==> src/hdl/gps_pkg.sv <==
package gps_pkg;
    // ------------------------------------------------------------
    // port geometry
    // ------------------------------------------------------------
    localparam int NUM_PINS = 6;
    localparam int OUT_ONLY_IDX = 4;
    localparam int IN_ONLY_IDX = 5;
    localparam int ADDR_W = 8;
    localparam int DATA_W = 32;

    // ------------------------------------------------------------
    // register byte offsets
    // ------------------------------------------------------------
    localparam logic [7:0] OFS_DATA = 8'h00;
    localparam logic [7:0] OFS_DIR = 8'h04;
    localparam logic [7:0] OFS_PULL = 8'h08;
    localparam logic [7:0] OFS_SLEW = 8'h0C;
    localparam logic [7:0] OFS_DRIVE = 8'h10;
    localparam logic [7:0] OFS_PMSC = 8'h14;
    localparam logic [7:0] OFS_IRQ_STAT = 8'h18;
    localparam logic [7:0] OFS_IRQ_EN = 8'h1C;
    localparam logic [7:0] OFS_IRQ_CLR = 8'h20;
    localparam logic [7:0] OFS_ALT_EN = 8'h24;
    localparam logic [7:0] OFS_ANA_EN = 8'h28;
    localparam logic [7:0] OFS_PIN_CFG = 8'h2C;

    // ------------------------------------------------------------
    // power_mode_status_control fields and reset values
    // ------------------------------------------------------------
    localparam int PM_SELECT_BIT = 0;
    localparam int PM_ACK_BIT = 2;
    localparam int PM_FLAG_BIT = 3;
    localparam logic [7:0] PM_RESET = 8'h00;

    // pin configuration register: bit 0 hands the output-only pin to GPIO
    localparam int CFG_OUT_ONLY_GPIO_BIT = 0;

    // interrupt status layout
    localparam int IRQ_W = 2;
    localparam int IRQ_WAKE_BIT = 0;
    localparam int IRQ_STOP_BIT = 1;

    localparam logic [5:0] PIN_RESET = 6'h00;
    localparam logic [IRQ_W-1:0] IRQ_RESET = 2'h0;

    // ------------------------------------------------------------
    // sleep states
    // ------------------------------------------------------------
    typedef enum logic [1:0] {
        SLP_RUN = 2'b00,
        SLP_POWERED_LOGIC = 2'b01,
        SLP_RETAINED_PIN = 2'b10,
        SLP_FULL_OFF = 2'b11
    } gps_sleep_t;
endpackage : gps_pkg

==> src/hdl/gps_pin_cell.sv <==
`timescale 1ns/1ps
`default_nettype none
module gps_pin_cell #(
    parameter bit OUT_ONLY = 1'b0,
    parameter bit IN_ONLY = 1'b0
) (
    input wire logic dirBit,
    input wire logic dataBit,
    input wire logic pullBit,
    input wire logic digEn,
    input wire logic anaEn,
    input wire logic altOe,
    input wire logic altOut,
    input wire logic pinLevel,
    output logic drvOut,
    output logic drvOe,
    output logic pullOn,
    output logic inBufOn,
    output logic readBit
);
    logic digOwns;
    logic effDir;

    always_comb begin
        // analog wins over a digital function on the same pin
        digOwns = digEn && !anaEn;
        effDir = IN_ONLY ? 1'b0 : (OUT_ONLY ? 1'b1 : dirBit);
        inBufOn = !anaEn && !OUT_ONLY;
        if (anaEn) begin
            drvOe = 1'b0;
            drvOut = 1'b0;
        end else if (digOwns) begin
            drvOe = altOe && !IN_ONLY;
            drvOut = altOut;
        end else begin
            drvOe = effDir && !IN_ONLY;
            drvOut = dataBit;
        end
        // pullup only on a pin that nothing drives and no analog owns
        pullOn = pullBit && !drvOe && !anaEn && !OUT_ONLY;
        // direction still picks the read source under a digital function
        if (effDir) begin
            readBit = dataBit;
        end else if (inBufOn) begin
            readBit = pinLevel;
        end else begin
            readBit = 1'b0;
        end
    end
endmodule : gps_pin_cell
`default_nettype wire

==> src/hdl/gps_sleep_ctrl.sv <==
`timescale 1ns/1ps
`default_nettype none
module gps_sleep_ctrl (
    input wire logic clk,
    input wire logic rst_b,
    input wire logic stopReq,
    input wire logic wakeReq,
    input wire logic fullOffReq,
    input wire logic pmWrite,
    input wire logic [7:0] pmWdata,
    output logic [7:0] pmRead,
    output gps_pkg::gps_sleep_t sleepState,
    output logic holdPins,
    output logic padsOff,
    output logic ioWipe,
    output logic wakeEvt,
    output logic stopEvt
);
    import gps_pkg::*;

    gps_sleep_t state_ff, nxt_state;
    logic select_ff, nxt_select;
    logic selectLocked_ff, nxt_selectLocked;
    logic flag_ff, nxt_flag;
    logic hold_ff, nxt_hold;
    logic ack;

    // ------------------------------------------------------------
    // sleep sequencing and status bits
    // ------------------------------------------------------------
    always_comb begin
        nxt_state = state_ff;
        nxt_select = select_ff;
        nxt_selectLocked = selectLocked_ff;
        nxt_hold = hold_ff;
        ioWipe = 1'b0;
        wakeEvt = 1'b0;
        stopEvt = 1'b0;
        ack = pmWrite && pmWdata[PM_ACK_BIT];
        // only the first write after reset lands in the select bit
        if (pmWrite && !selectLocked_ff) begin
            nxt_select = pmWdata[PM_SELECT_BIT];
            nxt_selectLocked = 1'b1;
        end
        unique case (state_ff)
            SLP_RUN: begin
                if (stopReq) begin
                    stopEvt = 1'b1;
                    if (fullOffReq) begin
                        nxt_state = SLP_FULL_OFF;
                    end else if (select_ff) begin
                        nxt_state = SLP_RETAINED_PIN;
                    end else begin
                        nxt_state = SLP_POWERED_LOGIC;
                    end
                end
            end
            SLP_POWERED_LOGIC: begin
                // everything stays powered, nothing is touched
                if (wakeReq) begin
                    nxt_state = SLP_RUN;
                    wakeEvt = 1'b1;
                end
            end
            SLP_RETAINED_PIN: begin
                nxt_hold = 1'b1;
                if (wakeReq) begin
                    nxt_state = SLP_RUN;
                    wakeEvt = 1'b1;
                    ioWipe = 1'b1;
                end
            end
            SLP_FULL_OFF: begin
                if (wakeReq) begin
                    nxt_state = SLP_RUN;
                    wakeEvt = 1'b1;
                    ioWipe = 1'b1;
                end
            end
        endcase
        // the pins stay latched until software acknowledges recovery
        if (ack && state_ff == SLP_RUN) begin
            nxt_hold = 1'b0;
        end
        // recovery sets the flag; a set in the acknowledge cycle wins
        nxt_flag = (flag_ff && !ack) || (state_ff == SLP_RETAINED_PIN && wakeReq);
        pmRead = PM_RESET;
        pmRead[PM_SELECT_BIT] = select_ff;
        pmRead[PM_FLAG_BIT] = flag_ff;
    end

    always_ff @(posedge clk or negedge rst_b) begin
        if (!rst_b) begin
            state_ff <= SLP_RUN;
            select_ff <= 1'b0;
            selectLocked_ff <= 1'b0;
            flag_ff <= 1'b0;
            hold_ff <= 1'b0;
        end else begin
            state_ff <= nxt_state;
            select_ff <= nxt_select;
            selectLocked_ff <= nxt_selectLocked;
            flag_ff <= nxt_flag;
            hold_ff <= nxt_hold;
        end
    end

    assign sleepState = state_ff;
    assign holdPins = hold_ff || state_ff == SLP_RETAINED_PIN;
    assign padsOff = state_ff == SLP_FULL_OFF;
endmodule : gps_sleep_ctrl
`default_nettype wire

==> src/hdl/gps_port.sv <==
// Our own choices: the APB interface to the registers and the register addresses.
`timescale 1ns/1ps
`default_nettype none
// Summary of operation
// - an enabled shared peripheral takes the pin from general-purpose I/O
// - reset: peripherals off, all pins inputs, pullups off, output-only pin in debug role
// - direction bit enables the output buffer and picks latch or pin for reads
// - input buffer always on except analog pins and the output-only pin
// - shared digital function drives output enable; direction still picks read source
// - analog function turns off both input and output buffers
// - input-direction bit with its input buffer off reads zero
// - analog function wins when digital and analog are both enabled
// - pullup, slew and drive registers act independently of data and direction; the pullup is switched off while the pin drives
// - full-off sleep resets all I/O state; software reconfigures afterwards
// - retained-pin sleep holds every pin at its pre-stop state
// - powered-logic sleep keeps all state and resumes unchanged
// - status bit 3 reads one after recovery from retained-pin sleep
// - writing one to bit 2 clears the recovery flag
// - bit 0 picks retained-pin or powered-logic sleep; write-once after reset
module gps_port (
    input wire logic clk,
    input wire logic rst_b,
    input wire logic psel,
    input wire logic penable,
    input wire logic pwrite,
    input wire logic [gps_pkg::ADDR_W-1:0] paddr,
    input wire logic [gps_pkg::DATA_W-1:0] pwdata,
    output logic pready,
    output logic [gps_pkg::DATA_W-1:0] prdata,
    output logic pslverr,
    input wire logic [gps_pkg::NUM_PINS-1:0] pinIn,
    output logic [gps_pkg::NUM_PINS-1:0] pinOut,
    output logic [gps_pkg::NUM_PINS-1:0] pinOe,
    output logic [gps_pkg::NUM_PINS-1:0] pinPullup,
    output logic [gps_pkg::NUM_PINS-1:0] pinSlew,
    output logic [gps_pkg::NUM_PINS-1:0] pinDrive,
    output logic [gps_pkg::NUM_PINS-1:0] pinInBufEn,
    input wire logic [gps_pkg::NUM_PINS-1:0] periphDigReq,
    input wire logic [gps_pkg::NUM_PINS-1:0] periphAnaReq,
    input wire logic [gps_pkg::NUM_PINS-1:0] periphOe,
    input wire logic [gps_pkg::NUM_PINS-1:0] periphOut,
    input wire logic dbgOe,
    input wire logic dbgOut,
    input wire logic stopReq,
    input wire logic wakeReq,
    input wire logic fullOffReq,
    output gps_pkg::gps_sleep_t sleepState,
    output logic irq
);
    import gps_pkg::*;

    // ------------------------------------------------------------
    // register state
    // ------------------------------------------------------------
    logic [NUM_PINS-1:0] data_ff, nxt_data;
    logic [NUM_PINS-1:0] dir_ff, nxt_dir;
    logic [NUM_PINS-1:0] pull_ff, nxt_pull;
    logic [NUM_PINS-1:0] slew_ff, nxt_slew;
    logic [NUM_PINS-1:0] drive_ff, nxt_drive;
    logic [NUM_PINS-1:0] altEn_ff, nxt_altEn;
    logic [NUM_PINS-1:0] anaEn_ff, nxt_anaEn;
    logic outOnlyGpio_ff, nxt_outOnlyGpio;
    logic [IRQ_W-1:0] irqStat_ff, nxt_irqStat;
    logic [IRQ_W-1:0] irqEn_ff, nxt_irqEn;
    logic [DATA_W-1:0] prdata_ff, nxt_prdata;
    logic pslverr_ff, nxt_pslverr;

    logic [NUM_PINS-1:0] padOut_ff, nxt_padOut;
    logic [NUM_PINS-1:0] padOe_ff, nxt_padOe;
    logic [NUM_PINS-1:0] padPull_ff, nxt_padPull;
    logic [NUM_PINS-1:0] padSlew_ff, nxt_padSlew;
    logic [NUM_PINS-1:0] padDrive_ff, nxt_padDrive;
    logic [NUM_PINS-1:0] padInBuf_ff, nxt_padInBuf;

    logic setup;
    logic wrAcc;
    logic rdAcc;
    logic mapped;
    logic [7:0] pmRead;
    logic holdPins;
    logic padsOff;
    logic ioWipe;
    logic wakeEvt;
    logic stopEvt;

    logic [NUM_PINS-1:0] digEnVec;
    logic [NUM_PINS-1:0] anaEnVec;
    logic [NUM_PINS-1:0] altOeVec;
    logic [NUM_PINS-1:0] altOutVec;
    logic [NUM_PINS-1:0] cellOut;
    logic [NUM_PINS-1:0] cellOe;
    logic [NUM_PINS-1:0] cellPull;
    logic [NUM_PINS-1:0] cellInBuf;
    logic [NUM_PINS-1:0] cellRead;
    logic [NUM_PINS-1:0] dirRead;

    // ------------------------------------------------------------
    // bus decode
    // ------------------------------------------------------------
    // zero wait states: every access completes in its first access cycle
    assign pready = 1'b1;
    assign setup = psel && !penable;
    assign wrAcc = psel && penable && pwrite;
    assign rdAcc = setup && !pwrite;

    always_comb begin
        unique case (paddr)
            OFS_DATA, OFS_DIR, OFS_PULL, OFS_SLEW, OFS_DRIVE, OFS_PMSC,
            OFS_IRQ_STAT, OFS_IRQ_EN, OFS_IRQ_CLR, OFS_ALT_EN, OFS_ANA_EN,
            OFS_PIN_CFG: mapped = 1'b1;
            default: mapped = 1'b0;
        endcase
    end

    // ------------------------------------------------------------
    // power mode status/control and sleep sequencing
    // ------------------------------------------------------------
    gps_sleep_ctrl u_sleep (
        .clk(clk),
        .rst_b(rst_b),
        .stopReq(stopReq),
        .wakeReq(wakeReq),
        .fullOffReq(fullOffReq),
        .pmWrite(wrAcc && paddr == OFS_PMSC),
        .pmWdata(pwdata[7:0]),
        .pmRead(pmRead),
        .sleepState(sleepState),
        .holdPins(holdPins),
        .padsOff(padsOff),
        .ioWipe(ioWipe),
        .wakeEvt(wakeEvt),
        .stopEvt(stopEvt)
    );

    // ------------------------------------------------------------
    // per-pin ownership and buffer gating
    // ------------------------------------------------------------
    always_comb begin
        // a requesting peripheral owns a pin once software has enabled it; debug owns the output-only pin until bit 0 of the pin configuration register is set
        digEnVec = periphDigReq & altEn_ff;
        anaEnVec = periphAnaReq & anaEn_ff;
        altOeVec = periphOe;
        altOutVec = periphOut;
        if (!outOnlyGpio_ff) begin
            digEnVec[OUT_ONLY_IDX] = 1'b1;
            altOeVec[OUT_ONLY_IDX] = dbgOe;
            altOutVec[OUT_ONLY_IDX] = dbgOut;
        end
        // the input-only pin has no direction bit to read back
        dirRead = dir_ff;
        dirRead[IN_ONLY_IDX] = 1'b0;
    end

    genvar gi;
    generate
        for (gi = 0; gi < NUM_PINS; gi++) begin : g_pin
            gps_pin_cell #(
                .OUT_ONLY(gi == OUT_ONLY_IDX),
                .IN_ONLY(gi == IN_ONLY_IDX)
            ) u_cell (
                .dirBit(dir_ff[gi]),
                .dataBit(data_ff[gi]),
                .pullBit(pull_ff[gi]),
                .digEn(digEnVec[gi]),
                .anaEn(anaEnVec[gi]),
                .altOe(altOeVec[gi]),
                .altOut(altOutVec[gi]),
                .pinLevel(pinIn[gi]),
                .drvOut(cellOut[gi]),
                .drvOe(cellOe[gi]),
                .pullOn(cellPull[gi]),
                .inBufOn(cellInBuf[gi]),
                .readBit(cellRead[gi])
            );
        end
    endgenerate

    // ------------------------------------------------------------
    // register writes
    // ------------------------------------------------------------
    always_comb begin
        nxt_data = data_ff;
        nxt_dir = dir_ff;
        nxt_pull = pull_ff;
        nxt_slew = slew_ff;
        nxt_drive = drive_ff;
        nxt_altEn = altEn_ff;
        nxt_anaEn = anaEn_ff;
        nxt_outOnlyGpio = outOnlyGpio_ff;
        nxt_irqEn = irqEn_ff;
        if (wrAcc) begin
            unique case (paddr)
                OFS_DATA: nxt_data = pwdata[NUM_PINS-1:0];
                OFS_DIR: nxt_dir = pwdata[NUM_PINS-1:0];
                OFS_PULL: nxt_pull = pwdata[NUM_PINS-1:0];
                OFS_SLEW: nxt_slew = pwdata[NUM_PINS-1:0];
                OFS_DRIVE: nxt_drive = pwdata[NUM_PINS-1:0];
                OFS_ALT_EN: nxt_altEn = pwdata[NUM_PINS-1:0];
                OFS_ANA_EN: nxt_anaEn = pwdata[NUM_PINS-1:0];
                OFS_PIN_CFG: nxt_outOnlyGpio = pwdata[CFG_OUT_ONLY_GPIO_BIT];
                OFS_IRQ_EN: nxt_irqEn = pwdata[IRQ_W-1:0];
                default: ;
            endcase
        end
        // waking from a powered-down sleep leaves I/O registers at reset
        if (ioWipe) begin
            nxt_data = PIN_RESET;
            nxt_dir = PIN_RESET;
            nxt_pull = PIN_RESET;
            nxt_slew = PIN_RESET;
            nxt_drive = PIN_RESET;
            nxt_altEn = PIN_RESET;
            nxt_anaEn = PIN_RESET;
            nxt_outOnlyGpio = 1'b0;
        end
    end

    // ------------------------------------------------------------
    // interrupts: sticky status, a new event beats a clear
    // ------------------------------------------------------------
    always_comb begin
        nxt_irqStat = irqStat_ff;
        if (wrAcc && paddr == OFS_IRQ_CLR) begin
            nxt_irqStat = irqStat_ff & ~pwdata[IRQ_W-1:0];
        end
        if (wakeEvt) begin
            nxt_irqStat[IRQ_WAKE_BIT] = 1'b1;
        end
        if (stopEvt) begin
            nxt_irqStat[IRQ_STOP_BIT] = 1'b1;
        end
    end

    assign irq = |(irqStat_ff & irqEn_ff);

    // ------------------------------------------------------------
    // read data, captured in the setup cycle
    // ------------------------------------------------------------
    always_comb begin
        nxt_prdata = prdata_ff;
        nxt_pslverr = 1'b0;
        if (setup) begin
            nxt_prdata = '0;
            nxt_pslverr = !mapped;
        end
        if (rdAcc) begin
            unique case (paddr)
                OFS_DATA: nxt_prdata[NUM_PINS-1:0] = cellRead;
                OFS_DIR: nxt_prdata[NUM_PINS-1:0] = dirRead;
                OFS_PULL: nxt_prdata[NUM_PINS-1:0] = pull_ff;
                OFS_SLEW: nxt_prdata[NUM_PINS-1:0] = slew_ff;
                OFS_DRIVE: nxt_prdata[NUM_PINS-1:0] = drive_ff;
                OFS_PMSC: nxt_prdata[7:0] = pmRead;
                OFS_IRQ_STAT: nxt_prdata[IRQ_W-1:0] = irqStat_ff;
                OFS_IRQ_EN: nxt_prdata[IRQ_W-1:0] = irqEn_ff;
                OFS_ALT_EN: nxt_prdata[NUM_PINS-1:0] = altEn_ff;
                OFS_ANA_EN: nxt_prdata[NUM_PINS-1:0] = anaEn_ff;
                OFS_PIN_CFG: nxt_prdata[CFG_OUT_ONLY_GPIO_BIT] = outOnlyGpio_ff;
                default: ;
            endcase
        end
    end

    // ------------------------------------------------------------
    // pad drive: these flops are the retention latches
    // ------------------------------------------------------------
    always_comb begin
        if (padsOff) begin
            nxt_padOut = PIN_RESET;
            nxt_padOe = PIN_RESET;
            nxt_padPull = PIN_RESET;
            nxt_padSlew = PIN_RESET;
            nxt_padDrive = PIN_RESET;
            nxt_padInBuf = PIN_RESET;
        end else if (holdPins) begin
            // register wipe on wake must not reach the pins before the ack
            nxt_padOut = padOut_ff;
            nxt_padOe = padOe_ff;
            nxt_padPull = padPull_ff;
            nxt_padSlew = padSlew_ff;
            nxt_padDrive = padDrive_ff;
            nxt_padInBuf = padInBuf_ff;
        end else begin
            nxt_padOut = cellOut;
            nxt_padOe = cellOe;
            nxt_padPull = cellPull;
            nxt_padSlew = slew_ff;
            nxt_padDrive = drive_ff;
            nxt_padInBuf = cellInBuf;
        end
    end

    always_ff @(posedge clk or negedge rst_b) begin
        if (!rst_b) begin
            data_ff <= PIN_RESET;
            dir_ff <= PIN_RESET;
            pull_ff <= PIN_RESET;
            slew_ff <= PIN_RESET;
            drive_ff <= PIN_RESET;
            altEn_ff <= PIN_RESET;
            anaEn_ff <= PIN_RESET;
            outOnlyGpio_ff <= 1'b0;
            irqStat_ff <= IRQ_RESET;
            irqEn_ff <= IRQ_RESET;
            prdata_ff <= '0;
            pslverr_ff <= 1'b0;
            padOut_ff <= PIN_RESET;
            padOe_ff <= PIN_RESET;
            padPull_ff <= PIN_RESET;
            padSlew_ff <= PIN_RESET;
            padDrive_ff <= PIN_RESET;
            padInBuf_ff <= PIN_RESET;
        end else begin
            data_ff <= nxt_data;
            dir_ff <= nxt_dir;
            pull_ff <= nxt_pull;
            slew_ff <= nxt_slew;
            drive_ff <= nxt_drive;
            altEn_ff <= nxt_altEn;
            anaEn_ff <= nxt_anaEn;
            outOnlyGpio_ff <= nxt_outOnlyGpio;
            irqStat_ff <= nxt_irqStat;
            irqEn_ff <= nxt_irqEn;
            prdata_ff <= nxt_prdata;
            pslverr_ff <= nxt_pslverr;
            padOut_ff <= nxt_padOut;
            padOe_ff <= nxt_padOe;
            padPull_ff <= nxt_padPull;
            padSlew_ff <= nxt_padSlew;
            padDrive_ff <= nxt_padDrive;
            padInBuf_ff <= nxt_padInBuf;
        end
    end

    assign prdata = prdata_ff;
    assign pslverr = pslverr_ff;
    assign pinOut = padOut_ff;
    assign pinOe = padOe_ff;
    assign pinPullup = padPull_ff;
    assign pinSlew = padSlew_ff;
    assign pinDrive = padDrive_ff;
    assign pinInBufEn = padInBuf_ff;
endmodule : gps_port
`default_nettype wire

==> config.mk <==
export PLATFORM = sky130hd
export DESIGN_NAME = gps_port
export DESIGN_NICKNAME = d
export VERILOG_FILES = /design/src/hdl/gps_pkg.sv /design/src/hdl/gps_pin_cell.sv /design/src/hdl/gps_sleep_ctrl.sv /design/src/hdl/gps_port.sv
export SDC_FILE = /design/constraint.sdc
export NUM_CORES = 1
export LEC_CHECK = 0
export BUFFER_PORTS_ARGS = -buffer_cell sky130_fd_sc_hd__buf_2
export CAP_MARGIN = 20
export CORE_MARGIN = 2
export CORE_UTILIZATION = 46
export DETAILED_ROUTE_END_ITERATION = 10
export PLACE_DENSITY = 0.73
export REMOVE_ABC_BUFFERS = 1
export SLEW_MARGIN = 30
export SYNTH_ARGS = -nofsm -noshare
export SYNTH_HDL_FRONTEND = slang
export SYNTH_SLANG_ARGS = --single-unit
==> constraint.sdc <==
create_clock -name clk -period 1.3 [get_ports clk]
set_input_delay 0.26 -clock clk [delete_from_list [all_inputs] [get_ports clk]]
set_output_delay 0.26 -clock clk [all_outputs]
set_load 0.005 [all_outputs]
==> key figures <==
Run status
  • Status: complete, but fails checks
  • Failing checks: negative setup slack

Clock network
  • Root Buffer: clkbuf_8
  • Sink count of the clock tree: 94
  • Cts bufs inserted: 9
  • TritonCTS clock tree: yes
  • Skew-Pair Late Insertion Delay: around 0.38 ns
  • Maximum clock path buffer count: 2
  • Clock Pin Slew Worst Setup and Hold Paths: roughly 0.09 ns
  • CTS H-tree lvls: 3

Global route
  • M3 GR Usage: 0.0454
  • GRT Residual Overflow: 0
  • Vias in the first global route: around 4500
  • Met1 usage: 0.359
  • Global-route wire length before repair: approximately 23 mm
  • Largest net degree at the start of global routing: 43
  • Initial antenna violation count: 0
  • Met2 usage: 0.434
  • GR peak layer: met2
  • GRT Util Overall: 0.269

Synth
  • Synth Register Bits: between 90 and 100
  • Largest family of logic cells by synthesized area: simple AND/OR/NAND/NOR gates
  • Adder-cell share of the synthesized area: 0
  • Synth top area cells: dfrtp_1 (49%), mux2i_1 (7.9%), nand2_1 (5.9%)
  • Warnings, synthesis: 0
  • Unique masters post-synth: 55
  • FFs w/ async S/R, synth: 1.00
  • Mux contribution to synthesized area: 0.0957
  • Syn Std Cell Area: between 0.004 and 0.005 mm2
  • Simple-Gate Fraction of Synth Area: 0.196
  • Yosys top cell by area: dfrtp_1
  • Sequential area share after synthesis: 0.490
  • Ys flop type: dfrtp_1
  • Post-Syn Instances: between 400 and 500
  • Synth Area per Inst: about 9.7 um2
  • Yosys top cell area share: 0.490
  • Post-synthesis compound-gate area fraction: 0.138
  • XOR/XNOR share of the synthesized area: 0
  • EDFF count, synth: 0

Layout
  • Layout cells sized above 1: 0.392
  • Area grow syn2layout: 36.7%
  • Fillers: 873
  • Layout Nets: between 700 and 800
  • Commonest non-fill, non-tap cells in the layout: buf_4 (101), dfrtp_1 (93), buf_2 (90)
  • Final Util: 0.641
  • Commonest non-fill, non-tap cell in the layout: buf_4
  • N_diodes: 0

Placed design
  • Final RePlAce weighted congestion: about 0.95
  • Pre-CTS setup slack: -0.521 ns
  • Buffers on Ports: between 90 and 100
  • DP HPWL: between 10 and 15 mm

Worst setup path
  • Required time worst endpoint: about 1.0 ns
  • Crit path buf inv count: 2
  • Kind of cell adding the most delay to the critical path: flip-flops
  • Worst Path Class, Setup: reg -> out
  • Worst Setup Start Kind: register
  • Critical path cell sequence: buf_6 -> a22o_1 -> buf_2
  • Worst path slowest cell: dfrtp_1
  • Worst Reg2Reg Path Length in Cells: 6
  • Reg2reg setup slack: -0.12 ns
  • CP arrival: between 1 and 1.5 ns
  • Max stage delay on crit path: ~0.41 ns
  • Critical Path Fanout Max: 2
  • Reg2reg start: irqStat_ff[1]
  • CP Capture Type: primary output
  • FF-to-FF End: prdata[1]

Drt
  • Via count: between 4000 and 5000
  • Final wirelength: about 15 mm
  • Iter 0 DRT Violations: 300
  • Drt wl/cell: around 18 um
  • Router iterations before antenna repair: 5
  • Via density per instance: 5.47
  • Antenna viol nets, final: 0
  • Drt drc: 0

Worst hold path
  • Hold wc startpoint: wakeReq
  • Hold WC Path Type: in -> reg
  • Hold Crit Endpoint: u_sleep.sleepState[1]
  • Worst hold path cell count: 2

Die
  • Initial Util: 0.469
  • Die span in y: roughly 110 um
  • Full die area: between 0.01 and 0.015 mm2
  • Die Wd: around 110 um
  • CORE AREA: a little over 0.01 mm2
  • Core Rows: 37
  • Top Ports: about 150

Power
  • Static Leak: approximately 3.5 nW
  • Worst vdd ir: ~0.49 mV
  • P per Cell Area: 896 mW/mm2

STA
  • Final Hold Vio Count: 0
  • RSZ-0062 raised after global routing: true
  • Peak Freq: approximately 670 MHz
  • Setup Skew: around 0.014 ns
  • Min Tclk post-route: 1.50 ns
  • Post-route clock period utilization: 1.15
  • Post-route setup slack: -0.198 ns
  • Pins Over Slew Limit: 0
  • # setup viols final: 9
  • Hold WS: between 0.1 and 0.15 ns

Flow run
  • Max-cap violations: 0
[cell type report]
type                    instances  area, um2  share of cell area
flip-flops and latches         94       2350               0.359
inverters                       7       26.3             0.00400
clock buffers                  10        138              0.0210
multi-input cells             361       2320               0.354
clock inverters                 6       61.3             0.00934
well taps                     136        170              0.0259
repair buffers                211       1490               0.227
[power by group]
part / total, mW / internal [mW] / leakage [nW] / switching [mW]
Clock: 2.02 / 0.935 / 0.102 / 1.08
Combinational: 0.884 / 0.368 / 2.15 / 0.516
Sequential: 2.98 / 2.95 / 1.29 / 0.0256
Total: 5.88 / 4.26 / 3.54 / 1.62
[timing repair]
action	in CTS	in global routing
hold buffers	1	0
endpoints found under the setup margin	45	74
cloned	0	1
endpoints found under the hold margin	23	0
setup buffers	8	12
gates resized for setup	30	39
pin swaps	13	26
[worst max-delay path by stage]
stage | start | slack [ns] | depth (start not counted) | end
after floorplan | u_sleep.sleepState[1] | -0.64 | 2 | pinOe[4]
after global placement | paddr[5] | -0.48 | 7 | slew_ff[4]
after detailed placement | paddr[5] | -0.52 | 7 | slew_ff[2]
after CTS | irqStat_ff[1] | -0.19 | 3 | irq
after global routing | irqStat_ff[1] | -0.21 | 3 | irq
final | irqStat_ff[1] | -0.20 | 3 | irq
[metal layers]
metal / wire (um) / up-vias / part of all wire
li1: - / 2069 / -
met1: 6540 / 2210 / 0.44
met2: 7180 / 201 / 0.48
met3: 887 / 30 / 0.059
met4: 415 / 0 / 0.028
met5: 0 / - / 0
[flip-flops by register name (all words and copies together), names as in the netlist, 2 cells and up]
signal / flops
dir_ff: 5
u_sleep.sleepState: 2
pinDrive: 6
data_ff: 6
pinInBufEn: 5
prdata: 8
pinSlew: 6
irqEn_ff: 2
pinOut: 6
anaEn_ff: 6
slew_ff: 6
altEn_ff: 6
pinOe: 5
pull_ff: 6
pinPullup: 5
irqStat_ff: 2
drive_ff: 6
[cell families (layout without fill, tap and decap cells)]
family,Yosys count,in the layout
muxes,45,45
buffers and inverters,65,234
AOI/OAI and AO/OA,101,101
other,2,28
and+or+nand+nor,187,187
DFF,94,94
[metrics by stage]
step	setup TNS, ns	area, um2	power, mW	cells
floorplan	-39.64	4550	3.27	462
global placement	-21.97	5960	3.77	787
CTS	-0.292	6340	5.81	812
global route	-1.22	6560	6.08	825
finish	-0.539	6560	5.88	825
detailed placement	-23.57	5960	3.79	787
[synthesized netlist by cell type (2+ instances only)]
cell type  count
mux2i_1       38
nand4_4        2
nand3_2        2
dfrtp_1       94
o22ai_1        2
nor3_1         2
o211ai_1       2
clkbuf_1      17
buf_2          6
buf_4         33
a32o_1         2
nand4b_1       3
a21oi_1       30
mux2_2         7
a22o_1        19
or2_2          2
nand2b_1       2
nand3_1       28
inv_1          7
and2_1         3
nor2_1        41
conb_1         2
nand4_1        9
a221oi_1       3
nand2_1       76
nor2b_1        4
o21ai_0       23
a22oi_1        7
a21o_1         2
[worst register-to-register path, stage by stage (launching register included)]
cell	delay, ns
dfrtp_1	0.41
buf_4	0.15
mux2_2	0.29
a22oi_2	0.15
a211oi_1	0.11
a21oi_1	0.13
o21ai_0	0.09
Power figures use the tool's default switching activity.
